[src/include/ubg_pkg.sv]
// package for the serial transceiver baud generator and data buffers
package ubg_pkg;
    localparam logic [11:0] ADDR_RX_DATA = 12'h000;
    localparam logic [11:0] ADDR_TX_DATA = 12'h004;
    localparam logic [11:0] ADDR_DIV_LO = 12'h008;
    localparam logic [11:0] ADDR_DIV_HI = 12'h00C;
    localparam logic [11:0] ADDR_RX_CTRL = 12'h010;
    localparam logic [11:0] ADDR_TX_CTRL = 12'h014;
    localparam logic [11:0] ADDR_BAUD_CTRL = 12'h018;
    localparam logic [11:0] ADDR_PIR = 12'h01C;
    localparam logic [11:0] ADDR_PIE = 12'h020;
    localparam logic [11:0] ADDR_INTCTL = 12'h024;
    localparam logic [11:0] ADDR_PIR_CLR = 12'h028;
    localparam int RX_FLAG_BIT = 5;
    localparam int TX_FLAG_BIT = 4;
    localparam int GLOBAL_EN_BIT = 7;
    localparam int PERIPH_EN_BIT = 6;
    localparam int SYNC_BIT = 4;
    localparam int HSPD_BIT = 2;
    localparam int TRMT_BIT = 1;
    localparam int TX_NINTH_BIT = 0;
    localparam int RX_NINTH_BIT = 0;
    localparam int WIDE_BIT = 3;
    localparam logic [7:0] RST_BYTE = 8'h00;
    localparam logic [7:0] TXCTL_RST = 8'h02;
    localparam logic [5:0] PRE_64 = 6'h3F;
    localparam logic [5:0] PRE_16 = 6'h0F;
    localparam logic [5:0] PRE_4 = 6'h03;
    typedef struct packed {
        logic [7:0] data;
        logic ninth;
    } ubg_char_t;
endpackage

[src/rtl/ubg_core.sv]
// baud generator, double-buffered data registers and interrupt flags
//
// Implementation choices: the APB register port and the placing of the registers.
`timescale 1ns/100ps
module ubg_core
    import ubg_pkg::*;
(
    input wire logic ref_clk,
    input wire logic rst,
    input wire logic psel,
    input wire logic penable,
    input wire logic pwrite,
    input wire logic [11:0] paddr,
    input wire logic [31:0] pwdata,
    output logic [31:0] prdata,
    output logic pready,
    output logic pslverr,
    // shifter side: receive completion and transmit load
    input wire ubg_char_t rx_char,
    input wire logic rx_done,
    input wire logic tx_taken,
    input wire logic tx_shift_empty,
    output ubg_char_t tx_char,
    output logic tx_valid,
    output logic baud_tick,
    output logic irq
);
    logic [7:0] rx_data_r, tx_data_r, div_lo_r, div_hi_r;
    logic [7:0] rx_ctl_r, tx_ctl_r, baud_ctl_r, pie_r, intctl_r;
    logic rx_ninth_r, rx_full_r, tx_full_r;
    logic [15:0] baud_cnt_r, div_n;
    logic [5:0] pre_cnt_r, pre_max;
    logic pre_tick, wr, rd, div_wr;
    logic [7:0] pir;
    logic [31:0] rdata_nxt;
    logic [7:0] lo_load, hi_load;
    logic [15:0] div_load;

    assign wr = psel && penable && pwrite;
    assign rd = psel && penable && !pwrite;
    assign pready = 1'b1;
    assign div_wr = wr && (paddr == ADDR_DIV_LO || paddr == ADDR_DIV_HI);

    // control registers
    always_ff @(posedge ref_clk)
    begin
        if (rst)
        begin
            div_lo_r <= RST_BYTE;
            div_hi_r <= RST_BYTE;
            rx_ctl_r <= RST_BYTE;
            tx_ctl_r <= TXCTL_RST;
            baud_ctl_r <= RST_BYTE;
            pie_r <= RST_BYTE;
            intctl_r <= RST_BYTE;
        end
        else if (wr)
        begin
            case (paddr)
                ADDR_DIV_LO: div_lo_r <= pwdata[7:0];
                ADDR_DIV_HI: div_hi_r <= pwdata[7:0];
                ADDR_RX_CTRL: rx_ctl_r <= {pwdata[7:1], 1'b0};
                ADDR_TX_CTRL: tx_ctl_r <= {pwdata[7:2], 1'b0, pwdata[0]};
                ADDR_BAUD_CTRL: baud_ctl_r <= {2'b00, 1'b0, pwdata[4:3], 1'b0,
                    pwdata[1:0]};
                ADDR_PIE: pie_r <= {2'b00, pwdata[5:4], 4'h0};
                ADDR_INTCTL: intctl_r <= {pwdata[7:6], 6'h00};
                default: ;
            endcase
        end
    end

    // prescaler and divisor selection
    always_comb
    begin
        if (tx_ctl_r[SYNC_BIT])
            pre_max = PRE_4;
        else if (!baud_ctl_r[WIDE_BIT] && !tx_ctl_r[HSPD_BIT])
            pre_max = PRE_64;
        else if (baud_ctl_r[WIDE_BIT] && tx_ctl_r[HSPD_BIT])
            pre_max = PRE_4;
        else
            pre_max = PRE_16;
        if (baud_ctl_r[WIDE_BIT])
            div_n = {div_hi_r, div_lo_r};
        else
            div_n = {8'h00, div_lo_r};
    end

    // a restart must start from the byte being written, not the old one
    always_comb
    begin
        lo_load = div_lo_r;
        hi_load = div_hi_r;
        if (wr && paddr == ADDR_DIV_LO)
            lo_load = pwdata[7:0];
        if (wr && paddr == ADDR_DIV_HI)
            hi_load = pwdata[7:0];
        if (baud_ctl_r[WIDE_BIT])
            div_load = {hi_load, lo_load};
        else
            div_load = {8'h00, lo_load};
    end

    assign pre_tick = (pre_cnt_r == 6'h00);

    // restart on divisor write keeps the first bit full length
    always_ff @(posedge ref_clk)
    begin
        if (rst || div_wr)
            pre_cnt_r <= pre_max;
        else if (pre_tick)
            pre_cnt_r <= pre_max;
        else
            pre_cnt_r <= pre_cnt_r - 6'h01;
    end

    always_ff @(posedge ref_clk)
    begin
        if (rst || div_wr)
        begin
            baud_cnt_r <= div_load;
            baud_tick <= 1'b0;
        end
        else if (pre_tick)
        begin
            baud_tick <= (baud_cnt_r == 16'h0000);
            if (baud_cnt_r == 16'h0000)
                baud_cnt_r <= div_n;
            else
                baud_cnt_r <= baud_cnt_r - 16'h0001;
        end
        else
            baud_tick <= 1'b0;
    end

    // receive holding buffer; reading it frees the slot
    always_ff @(posedge ref_clk)
    begin
        if (rst)
        begin
            rx_data_r <= RST_BYTE;
            rx_ninth_r <= 1'b0;
            rx_full_r <= 1'b0;
        end
        else if (rx_done)
        begin
            rx_data_r <= rx_char.data;
            rx_ninth_r <= rx_char.ninth;
            rx_full_r <= 1'b1;
        end
        else if (rd && paddr == ADDR_RX_DATA)
            rx_full_r <= 1'b0;
    end

    // transmit holding buffer; shifter takes it when it starts a character
    always_ff @(posedge ref_clk)
    begin
        if (rst)
        begin
            tx_data_r <= RST_BYTE;
            tx_full_r <= 1'b0;
        end
        else if (wr && paddr == ADDR_TX_DATA)
        begin
            tx_data_r <= pwdata[7:0];
            tx_full_r <= 1'b1;
        end
        else if (tx_taken)
            tx_full_r <= 1'b0;
    end

    assign tx_char.data = tx_data_r;
    assign tx_char.ninth = tx_ctl_r[TX_NINTH_BIT];
    assign tx_valid = tx_full_r;

    always_comb
    begin
        pir = 8'h00;
        pir[RX_FLAG_BIT] = rx_full_r;
        pir[TX_FLAG_BIT] = !tx_full_r;
    end

    assign irq = intctl_r[GLOBAL_EN_BIT] && intctl_r[PERIPH_EN_BIT]
        && |(pir & pie_r);

    always_comb
    begin
        rdata_nxt = 32'h0000_0000;
        case (paddr)
            ADDR_RX_DATA: rdata_nxt[7:0] = rx_data_r;
            ADDR_TX_DATA: rdata_nxt[7:0] = tx_data_r;
            ADDR_DIV_LO: rdata_nxt[7:0] = div_lo_r;
            ADDR_DIV_HI: rdata_nxt[7:0] = div_hi_r;
            ADDR_RX_CTRL:
            begin
                rdata_nxt[7:0] = rx_ctl_r;
                rdata_nxt[RX_NINTH_BIT] = rx_ninth_r;
            end
            ADDR_TX_CTRL: rdata_nxt[7:0] = {tx_ctl_r[7:2], tx_shift_empty,
                tx_ctl_r[0]};
            ADDR_BAUD_CTRL: rdata_nxt[7:0] = baud_ctl_r;
            ADDR_PIR: rdata_nxt[7:0] = pir;
            ADDR_PIE: rdata_nxt[7:0] = pie_r;
            ADDR_INTCTL: rdata_nxt[7:0] = intctl_r;
            default: rdata_nxt = 32'h0000_0000;
        endcase
    end

    assign prdata = rdata_nxt;
    assign pslverr = 1'b0;
endmodule // ubg_core

[config.mk]
export PLATFORM = sky130hd
export DESIGN_NAME = ubg_core
export DESIGN_NICKNAME = d
export VERILOG_FILES = /design/src/include/ubg_pkg.sv /design/src/rtl/ubg_core.sv
export SDC_FILE = /design/constraint.sdc
export NUM_CORES = 1
export LEC_CHECK = 0
export ABC_AREA = 1
export BUFFER_PORTS_ARGS = -buffer_cell sky130_fd_sc_hd__buf_2
export CORE_ASPECT_RATIO = 1.5
export CORE_MARGIN = 2
export CORE_UTILIZATION = 50
export DETAILED_ROUTE_END_ITERATION = 8
export HOLD_SLACK_MARGIN = 0.1
export PLACE_DENSITY = 0.73
export SLEW_MARGIN = 20
export SYNTH_ARGS = -nofsm -noshare
export SYNTH_HDL_FRONTEND = slang
export SYNTH_SLANG_ARGS = --single-unit
[constraint.sdc]
create_clock -name ref_clk -period 2 [get_ports ref_clk]
set_clock_uncertainty 0.05 [all_clocks]
set_input_delay 0.3 -clock ref_clk [delete_from_list [all_inputs] [get_ports ref_clk]]
set_output_delay 0.3 -clock ref_clk [all_outputs]
set_load 0.05 [all_outputs]
# [After elaboration in Yosys (flattened, before gate mapping)]
# Index checks and enable logic that the tools add are counted.
[word_totals] output_inout_bits=46 in_bits=61 ff_bits=81
[classes] addsub=2 bitwise=2 n_reduce_logical=33 muxes=17 n_eq_ne=9
[ops] cell="$mux W16" count=5
[ops] cell="$pmux W8 S10" count=1
[ops] cell="$eq A12 B5 Y1 const B" count=4
[ops] cell="$eq A12 B4 Y1 const B" count=2
[ops] cell="$eq A12 B6 Y1 const B" count=2
[ops] cell="$mux W6" count=4
[ops] cell="$logic_not A16 Y1" count=1
[ops] cell="$mux W8" count=2
[ops] cell="$sub A16 B1 Y16 const B" count=1
[ops] cell="$reduce_and A2 Y1" count=7
[ops] cell="$eq A12 B3 Y1 const B" count=1
[ops] cell="$logic_and A1 B1 Y1" count=12
[ops] cell="$logic_not A12 Y1" count=1
[ops] cell="$reduce_or A8 Y1" count=1
[ops] cell="$and A6 B6 Y6" count=1
[ops] cell="$logic_not A6 Y1" count=1
[ops] cell="$reduce_bool A2 Y1" count=3
[ops] cell="$sub A6 B1 Y6 const B" count=1
[ops] cell="$logic_not A1 Y1" count=4
[ops] cell="$mux W1" count=4
[ops] cell="$mux W4" count=1
[ops] cell="$logic_or A1 B1 Y1" count=2
[ops] cell="$reduce_or A2 Y1" count=1
[ops] cell="$not A1 Y1" count=1

# [Longest topological paths before layout]
# Gate-level depths: netlist of run 1.
[depth] depth_word=6 mapped_depth=11 mapped_depth_nobuf=11

# [Worst setup path before layout of run 1]
# OpenSTA, ideal clock, no wires.
[synth_timing] path_kind="reg2out" start="reg tx_full_r (netlist: tx_valid)" end="out irq" setup_slack_ns=-0.071 required_time_ns=1.650 path_stages_with_launch=4 arrival_ns=1.721 cell_sequence="dfxtp_1 > inv_1 > a22oi_1 > nor3_1"
[synth_between] elab_chain_len=4
[synth_rtl] element="start, declared" line_no="ubg_core.sv:30" text="logic rx_ninth_r, rx_full_r, tx_full_r;"
[synth_rtl] element="start signal, assigned" line_no="ubg_core.sv:162" text="tx_full_r <= 1'b0;"
[synth_rtl] element="start signal, assigned" line_no="ubg_core.sv:167" text="tx_full_r <= 1'b1;"
[synth_rtl] element="start signal, assigned" line_no="ubg_core.sv:170" text="tx_full_r <= 1'b0;"
[synth_rtl] element="$logic_not A1 Y1" line_no="ubg_core.sv:181" text="pir[TX_FLAG_BIT] = !tx_full_r;"
[synth_rtl] element="$and A6 B6 Y6" line_no="ubg_core.sv:185" text="&& |(pir & pie_r);"
[synth_rtl] element="$reduce_or A8 Y1" line_no="ubg_core.sv:185"
[synth_rtl] element="$logic_and A1 B1 Y1" line_no="ubg_core.sv:185"
[synth_rtl] element="end, declared" line_no="ubg_core.sv:26" text="output logic irq"
# Every way passes these cells.

# [Worst setup path after layout of run 1]
[layout_timing] start="in paddr[9]" end="out prdata[4]"
[layout_between] elab_chain_len=2 elab_cells_between_ends=11
[layout_rtl] element="start, declared" line_no="ubg_core.sv:13" text="input wire logic [11:0] paddr,"
[layout_rtl] element="$eq A12 B6 Y1 (tied with other cells)" line_no="ubg_core.sv:190" text="case (paddr)"
[layout_rtl] element="$pmux W8 S10 *" line_no="ubg_core.sv:190"
[layout_rtl] element="end, declared" line_no="ubg_core.sv:15" text="output logic [31:0] prdata,"
# Mark *: on every way between the ends. The rest lies on a longest branch, timed or not.

==> results of run 1 <==
[synth_stat cells (4+ instances only)]
master	instances
nand3_1	46
buf_2	6
buf_4	29
buf_6	4
nand2_1	236
nand3_2	4
nor2_4	7
nand3_4	4
dfxtp_1	64
nand4_1	14
inv_1	71
a21oi_1	24
o21ai_0	41
o21ai_2	8
xnor2_1	5
edfxtp_1	16
nor2_2	9
and2_1	8
nor3_1	6
inv_2	5
nor2_1	118
clkbuf_1	5
[worst max path at each step]
stage                           end  cells past startpoint
after floorplan           prdata[4]                      9
after global placement    prdata[3]                      9
after detailed placement  prdata[3]                      9
after CTS                 prdata[4]                     11
after global routing      prdata[4]                     11
final                     prdata[4]                     11
[registers in the layout (all words and copies together) (netlist names), 6 cells and up]
signal	flops
rx_data_r	8
div_hi_r	8
pre_cnt_r	6
baud_cnt_r	16
tx_data_r	8
tx_ctl_r	7
div_lo_r	8
rx_ctl_r	7
[report_power, final]
part           leakage (nW)  internal, W  switching (W)
Combinational          2.07     0.000137       0.000346
Clock                 0.187      0.00147       0.000644
Sequential            0.683      0.00170      0.0000349
Total                  2.94      0.00330        0.00103
[layout make-up]
| class | count | area [µm²] |
|---|---|---|
| multi-input cells | 573 | 2705 |
| well taps | 115 | 143.9 |
| clock inverters | 6 | 155.1 |
| repair buffers | 100 | 674.4 |
| fillers | 846 | 3665 |
| flip-flops and latches | 80 | 1762 |
| inverters | 78 | 300.3 |
| clock buffers | 10 | 229.0 |
[stage by stage]
stage               setup TNS, ps  hold WS [ps]  utilization [%]
floorplan                       0         338.5                -
global placement           -189.5         353.3            56.31
detailed placement         -381.9         357.6            56.31
CTS                             0         133.0            60.51
global route               -242.1         143.7            61.96
finish                          0         136.0            61.96
[worst min-delay path: stages]
cell	delay [ps]
buf_2	80
nor2_1	30
nor2_1	80
[kinds of logic after synthesis]
kind of cell             Yosys count
AND/OR/NAND/NOR                  460
buffers and inverters            122
flip-flops                        80
AO/OA/AOI/OAI                     76
XOR/XNOR                           7
adder cells (fa/ha/maj)            3
other                              2
[metal layers]
| layer | share of wire, % | GRT usage [%] | wire length, µm | up-vias |
|---|---|---|---|---|
| li1 | - | - | - | 2498 |
| met5 | 0 | 0 | 0 | - |
| met2 | 53 | 45.77 | 7053 | 173 |
| met4 | 5.6 | 15.50 | 752 | 0 |
| met1 | 37 | 25.31 | 4898 | 2235 |
| met3 | 4.8 | 4.620 | 636 | 46 |
[cell usage in the layout (no fill, tap or decap), types with 14 or more instances in the layout]
cell	n
nor2_1	115
buf_2	48
conb_1	26
inv_1	68
nand3_1	46
nand2_1	232
buf_4	45
edfxtp_1	16
a21oi_1	24
nand4_1	14
dfxtp_1	64
o21ai_0	39
[what timing repair did]
action,4_1_cts,5_1_grt
cloned,0,1
resized for setup,8,27
setup endpoints to repair,6,15
setup buffers,0,8
pin swaps,0,7
==> metrics.csv, run 1 <==
metric,value,unit
dpl_worst_slack,-125.5,ps
drt_iter0_drc,271,
final_max_slew_viol_count,0,
fp.dieH,125.5,µm
synth-seq-area-share,35.79,%
synth_cell_types,35,
hold_buffers,0,
cts_tree,yes,
synth_top_family_by_area,simple AND/OR/NAND/NOR gates,
cpMostUsedCell,buf_4,
start_kind,primary input,
vias,4952,
io_pins,107,
cp_top_family,buffers and inverters,
worstHoldEndpoint,rx_data_r[1]$_SDFFE_PP0P_,
grt_pass1_wl,21570,µm
synth_top_area_cell,dfxtp_1,
synth-compound-area-share,8.439,%
fin_ws,10.53,ps
hp-class,primary input to flip-flop,
root_buffer,clkbuf_16,
core_area,9634,µm²
fin_area,5969,µm²
criticalPathCategory,primary input to primary output,
drive_gt1_share,19.95,%
rows,44,
dp_hpwl,10030,µm
synth-edff-count,16,
max-vdd-ir-drop,0.6279,mV
arrival,1640,ps
synthArstFlopShare,0,%
finalWeightedCongestion,0.8754,
p_per_area,725.3,nW/µm²
clk_path_buf_depth,2,
wl_per_cell,13.87,µm
fmax,502.6,MHz
whs_path_depth,3,
area_growth,21.28,%
grt_max_degree,35,
layoutNonFillerInstCount,962,
cp_slowest_stage_delay,200,ps
synthAdderAreaFrac,0.7626,%
rr_startpoint,baud_cnt_r[0]$_DFFE_PP_,
synthMuxAreaShare,0,%
postRouteWirelength,13340,µm
postRouteAntennaNets,0,
end_kind,primary output,
synthCells,750,
fin_crit,1989,ps
clk_pin_slew,60,ps
maxCapViolCount,0,
critPathMaxFanout,11,
p_total,0.004330,W
cts_sinks,80,
drtPass1Iterations,5,
synthXorXnorAreaFrac,1.246,%
yosys_register_bits,80,
cts.htree.levels,3,
yosys_warnings,0,
dp_cells,937,
reg2regPathDepth,10,
r2r-end,baud_cnt_r[15]$_DFFE_PP_,
io_buffers,56,
r2r_slack,140,ps
p_leak,2.936,nW
grt_use_total,24.96,%
drc,0,
crit_chain,buf_2 -> nor2_1 -> nand2_2 -> inv_2 -> buf_4 -> buf_4 -> nand3_1 -> nand2_1 -> nor2_1 -> nand3b_1 -> buf_4,
cp_num_buf_inv,5,
start_util,51.09,%
vias_per_cell,5.148,
finalHoldViolCount,0,
cp.required,1650,ps
crit_start,paddr[9],
synthFlopType,dfxtp_1,
antenna_found_initial,0,
netlist_area,4922,µm²
clock_latency,340,ps
synth-simple-area-share,41.28,%
grt_pass1_vias,4890,
die_area,10670,µm²
grt_overflow,0,
synthTopCellsByArea,"dfxtp_1, nand2_1, edfxtp_1",
nets,906,
min_from,rx_char[2],
finalCritPeriodShare,99.47,%
numCtsBuffers,9,
antennaDiodeCount,0,
slowest_stage,buf_4,
die_w,85.01,µm
netlist.area_leader.share,26.03,%
finalSetupViolCount,0,
status,completed,
syn_avg_cell_area,6.563,µm²
place_area,5425,µm²
Note: power is estimated with default switching activity, not from simulation.
==> run 2: changes to the inputs <==
--- a/config.mk
+++ b/config.mk
@@ -7,12 +7,12 @@
 export LEC_CHECK = 0
 export ABC_AREA = 1
 export BUFFER_PORTS_ARGS = -buffer_cell sky130_fd_sc_hd__buf_2
+export CAP_MARGIN = 10
 export CORE_ASPECT_RATIO = 1.5
-export CORE_MARGIN = 2
-export CORE_UTILIZATION = 50
+export CORE_UTILIZATION = 45
 export DETAILED_ROUTE_END_ITERATION = 8
 export HOLD_SLACK_MARGIN = 0.1
-export PLACE_DENSITY = 0.73
+export PLACE_DENSITY = 0.67
 export SLEW_MARGIN = 20
 export SYNTH_ARGS = -nofsm -noshare
 export SYNTH_HDL_FRONTEND = slang
==> metrics.csv, run 2 (synthesis gave the netlist of run 1 again) <==
metric,value,unit,change
status,completed,,
die_w,87.40,µm,+2.8%
antennaDiodeCount,0,,unchanged
start_kind,primary input,,
finalHoldViolCount,0,,unchanged
finalWeightedCongestion,0.8935,,+2.1%
arrival,1620,ps,-20 ps
final_max_slew_viol_count,0,,unchanged
layoutNonFillerInstCount,994,,+3.3%
antenna_found_initial,0,,unchanged
finalCritPeriodShare,98.34,%,-1.1 points
max-vdd-ir-drop,0.5328,mV,-15%
root_buffer,clkbuf_16,,
finalSetupViolCount,0,,unchanged
core_area,10590,µm²,+9.9%
utilization,56.40,%,-5.6 points
clk_pin_slew,60,ps,about the same
crit_chain,buf_2 -> nor2_1 -> nand2_2 -> inv_2 -> nand2_2 -> nor2_2 -> nand2_1 -> nand2_1 -> nand3b_1 -> buf_4,,
cts_tree,yes,,
cp_num_buf_inv,3,,-2
start_util,46.48,%,-4.6 points
grt_pass1_vias,4781,,-2.2%
hold_buffers,0,,unchanged
grt_pass1_wl,22090,µm,+2.4%
dr_wl_met3,605,µm,-4.9%
io_pins,107,,unchanged
cts_sinks,80,,unchanged
cp.required,1650,ps,about the same
rr_startpoint,baud_cnt_r[2]$_DFFE_PP_,,
clk_path_buf_depth,2,,unchanged
p_seq_share,44.1,%,+4.1 points
criticalPathCategory,primary input to primary output,,
drtPass1Iterations,5,,unchanged
grt_setup_unrepaired,true,,
dp_cells,968,,+3.3%
slowest_stage,nor2_2,,
final_cell_mix,"nand2_1, nor2_1, inv_1, dfxtp_1, buf_2",,
p_per_area,658.4,nW/µm²,-9.2%
min_from,rx_char[0],,
critPathMaxFanout,4,,-7
maxCapViolCount,0,,unchanged
cp_top_family,simple AND/OR/NAND/NOR gates,,
r2r-end,baud_cnt_r[5]$_DFFE_PP_,,
combPwrFrac,12.4,%,+1.2 points
clockPowerShare,43.5,%,-5.3 points
regMostFlops,baud_cnt_r,,
postRouteAntennaNets,0,,unchanged
drt_iter0_drc,256,,-5.5%
p_total,0.003933,W,-9.2%
die_area,11370,µm²,+6.5%
cp_slowest_stage_delay,250,ps,+50 ps
postRouteWirelength,13790,µm,+3.4%
whs_path_depth,3,,unchanged
grt_overflow,0,,unchanged
io_buffers,56,,unchanged
numCtsBuffers,9,,unchanged
hp-class,primary input to flip-flop,,
grt_use_total,25.21,%,+0.25 points
nets,909,,+0.33%
fin_crit,1967,ps,-22.73 ps
p_leak,2.889,nW,-1.6%
fin_setup_tns,0,ps,unchanged
reg2regPathDepth,9,,-1
rows,46,,+4.5%
area_growth,21.35,%,about the same
swShare,26.09,%,+2.4 points
routed.top_layer,met4,,
r2r_slack,100,ps,-40 ps
drive_gt1_share,20.94,%,+0.99 points
fmax,508.5,MHz,+1.2%
vias,4949,,-0.061%
drc,0,,unchanged
fp.dieH,130.1,µm,+3.6%
worstHoldEndpoint,rx_ninth_r$_SDFFE_PP0P_,,
cts.htree.levels,3,,unchanged
hold_ws,134.4,ps,-1.628 ps
p_sw,0.001026,W,about the same
dp_hpwl,10340,µm,+3.2%
internal-power,0.002907,W,-12%
end_kind,primary output,,
met1_length,5031,µm,+2.7%
final_common_cell,nand2_1,,
clock_latency,340,ps,about the same
grt_max_degree,40,,+14%
vias_per_cell,4.979,,-3.3%
largest_reg_flops,16,,unchanged
wl_met2,7389,µm,+4.8%
wl_per_cell,13.87,µm,about the same
## run 2: changes by cell type in the layout (fill, tap and decap cells not counted), sizes merged
| cell | change |
|---|---|
| clkinvlp | +1 |
| clkbuf | +2 |
| clkinv | +3 |
| inv | -1 |
| buf | +2 |
| bufinv | -4 |
## run 2: area by class of cell
type | count | area, µm²
Clock buffer | 11 | 264.0
Tap cell | 144 | 180.2
Inverter | 78 | 302.8
Fill cell | 1044 | 4617
Multi-Input combinational cell | 573 | 2695
Clock inverter | 5 | 52.55
Timing Repair Buffer | 103 | 716.9
Sequential cell | 80 | 1762
## run 2: worst max-delay path by stage
stage / slack [ps] / end / startpoint / cells past startpoint
floorplan: 150 / prdata[4] / paddr[11] / 9
global placement: -90 / prdata[6] / paddr[11] / 10
detailed placement: -100 / prdata[6] / paddr[1] / 10
CTS: -0.07 / prdata[5] / paddr[9] / 11
global route: -60 / prdata[5] / paddr[11] / 11
finish: 30 / prdata[4] / paddr[9] / 10
## run 2: routing by layer
metal  up-vias  global-route usage [%]
li1       2502                       -
met1      2218                   25.95
met3        53                   3.099
met5         -                       0
met2       176                   47.43
met4         0                   15.81
## run 2: per-stage QoR
stage	setup WS, ps	area [µm²]
after floorplan	150.1	5017
after global placement	-94.35	5477
after detailed placement	-101.2	5477
after CTS	-0.06894	5823
after global routing	-57.31	5973
final	33.26	5973
## run 2: tightest hold or removal path, delay by kind of cell
| kind | cells | cell delay (ps) |
|---|---|---|
| AND/OR/NAND/NOR | 2 | 110 |
| buffers and inverters | 1 | 70 |
## run 2: what timing repair did
action | in CTS | in global routing
pin swaps | 0 | 9
resized for setup | 11 | 27
setup endpoints to repair | 6 | 17
setup buffers | 0 | 9
gates cloned | 0 | 1
## run 2: power by group through the flow
stage          Clock, W  Combinational, W  Sequential [W]
3_5_place_dp          0          0.000467         0.00177
5_1_grt         0.00178          0.000540         0.00174
4_1_cts         0.00173          0.000472         0.00173
2_1_floorplan         0          0.000375         0.00176
3_3_place_gp          0          0.000460         0.00177
6_report        0.00171          0.000488         0.00173
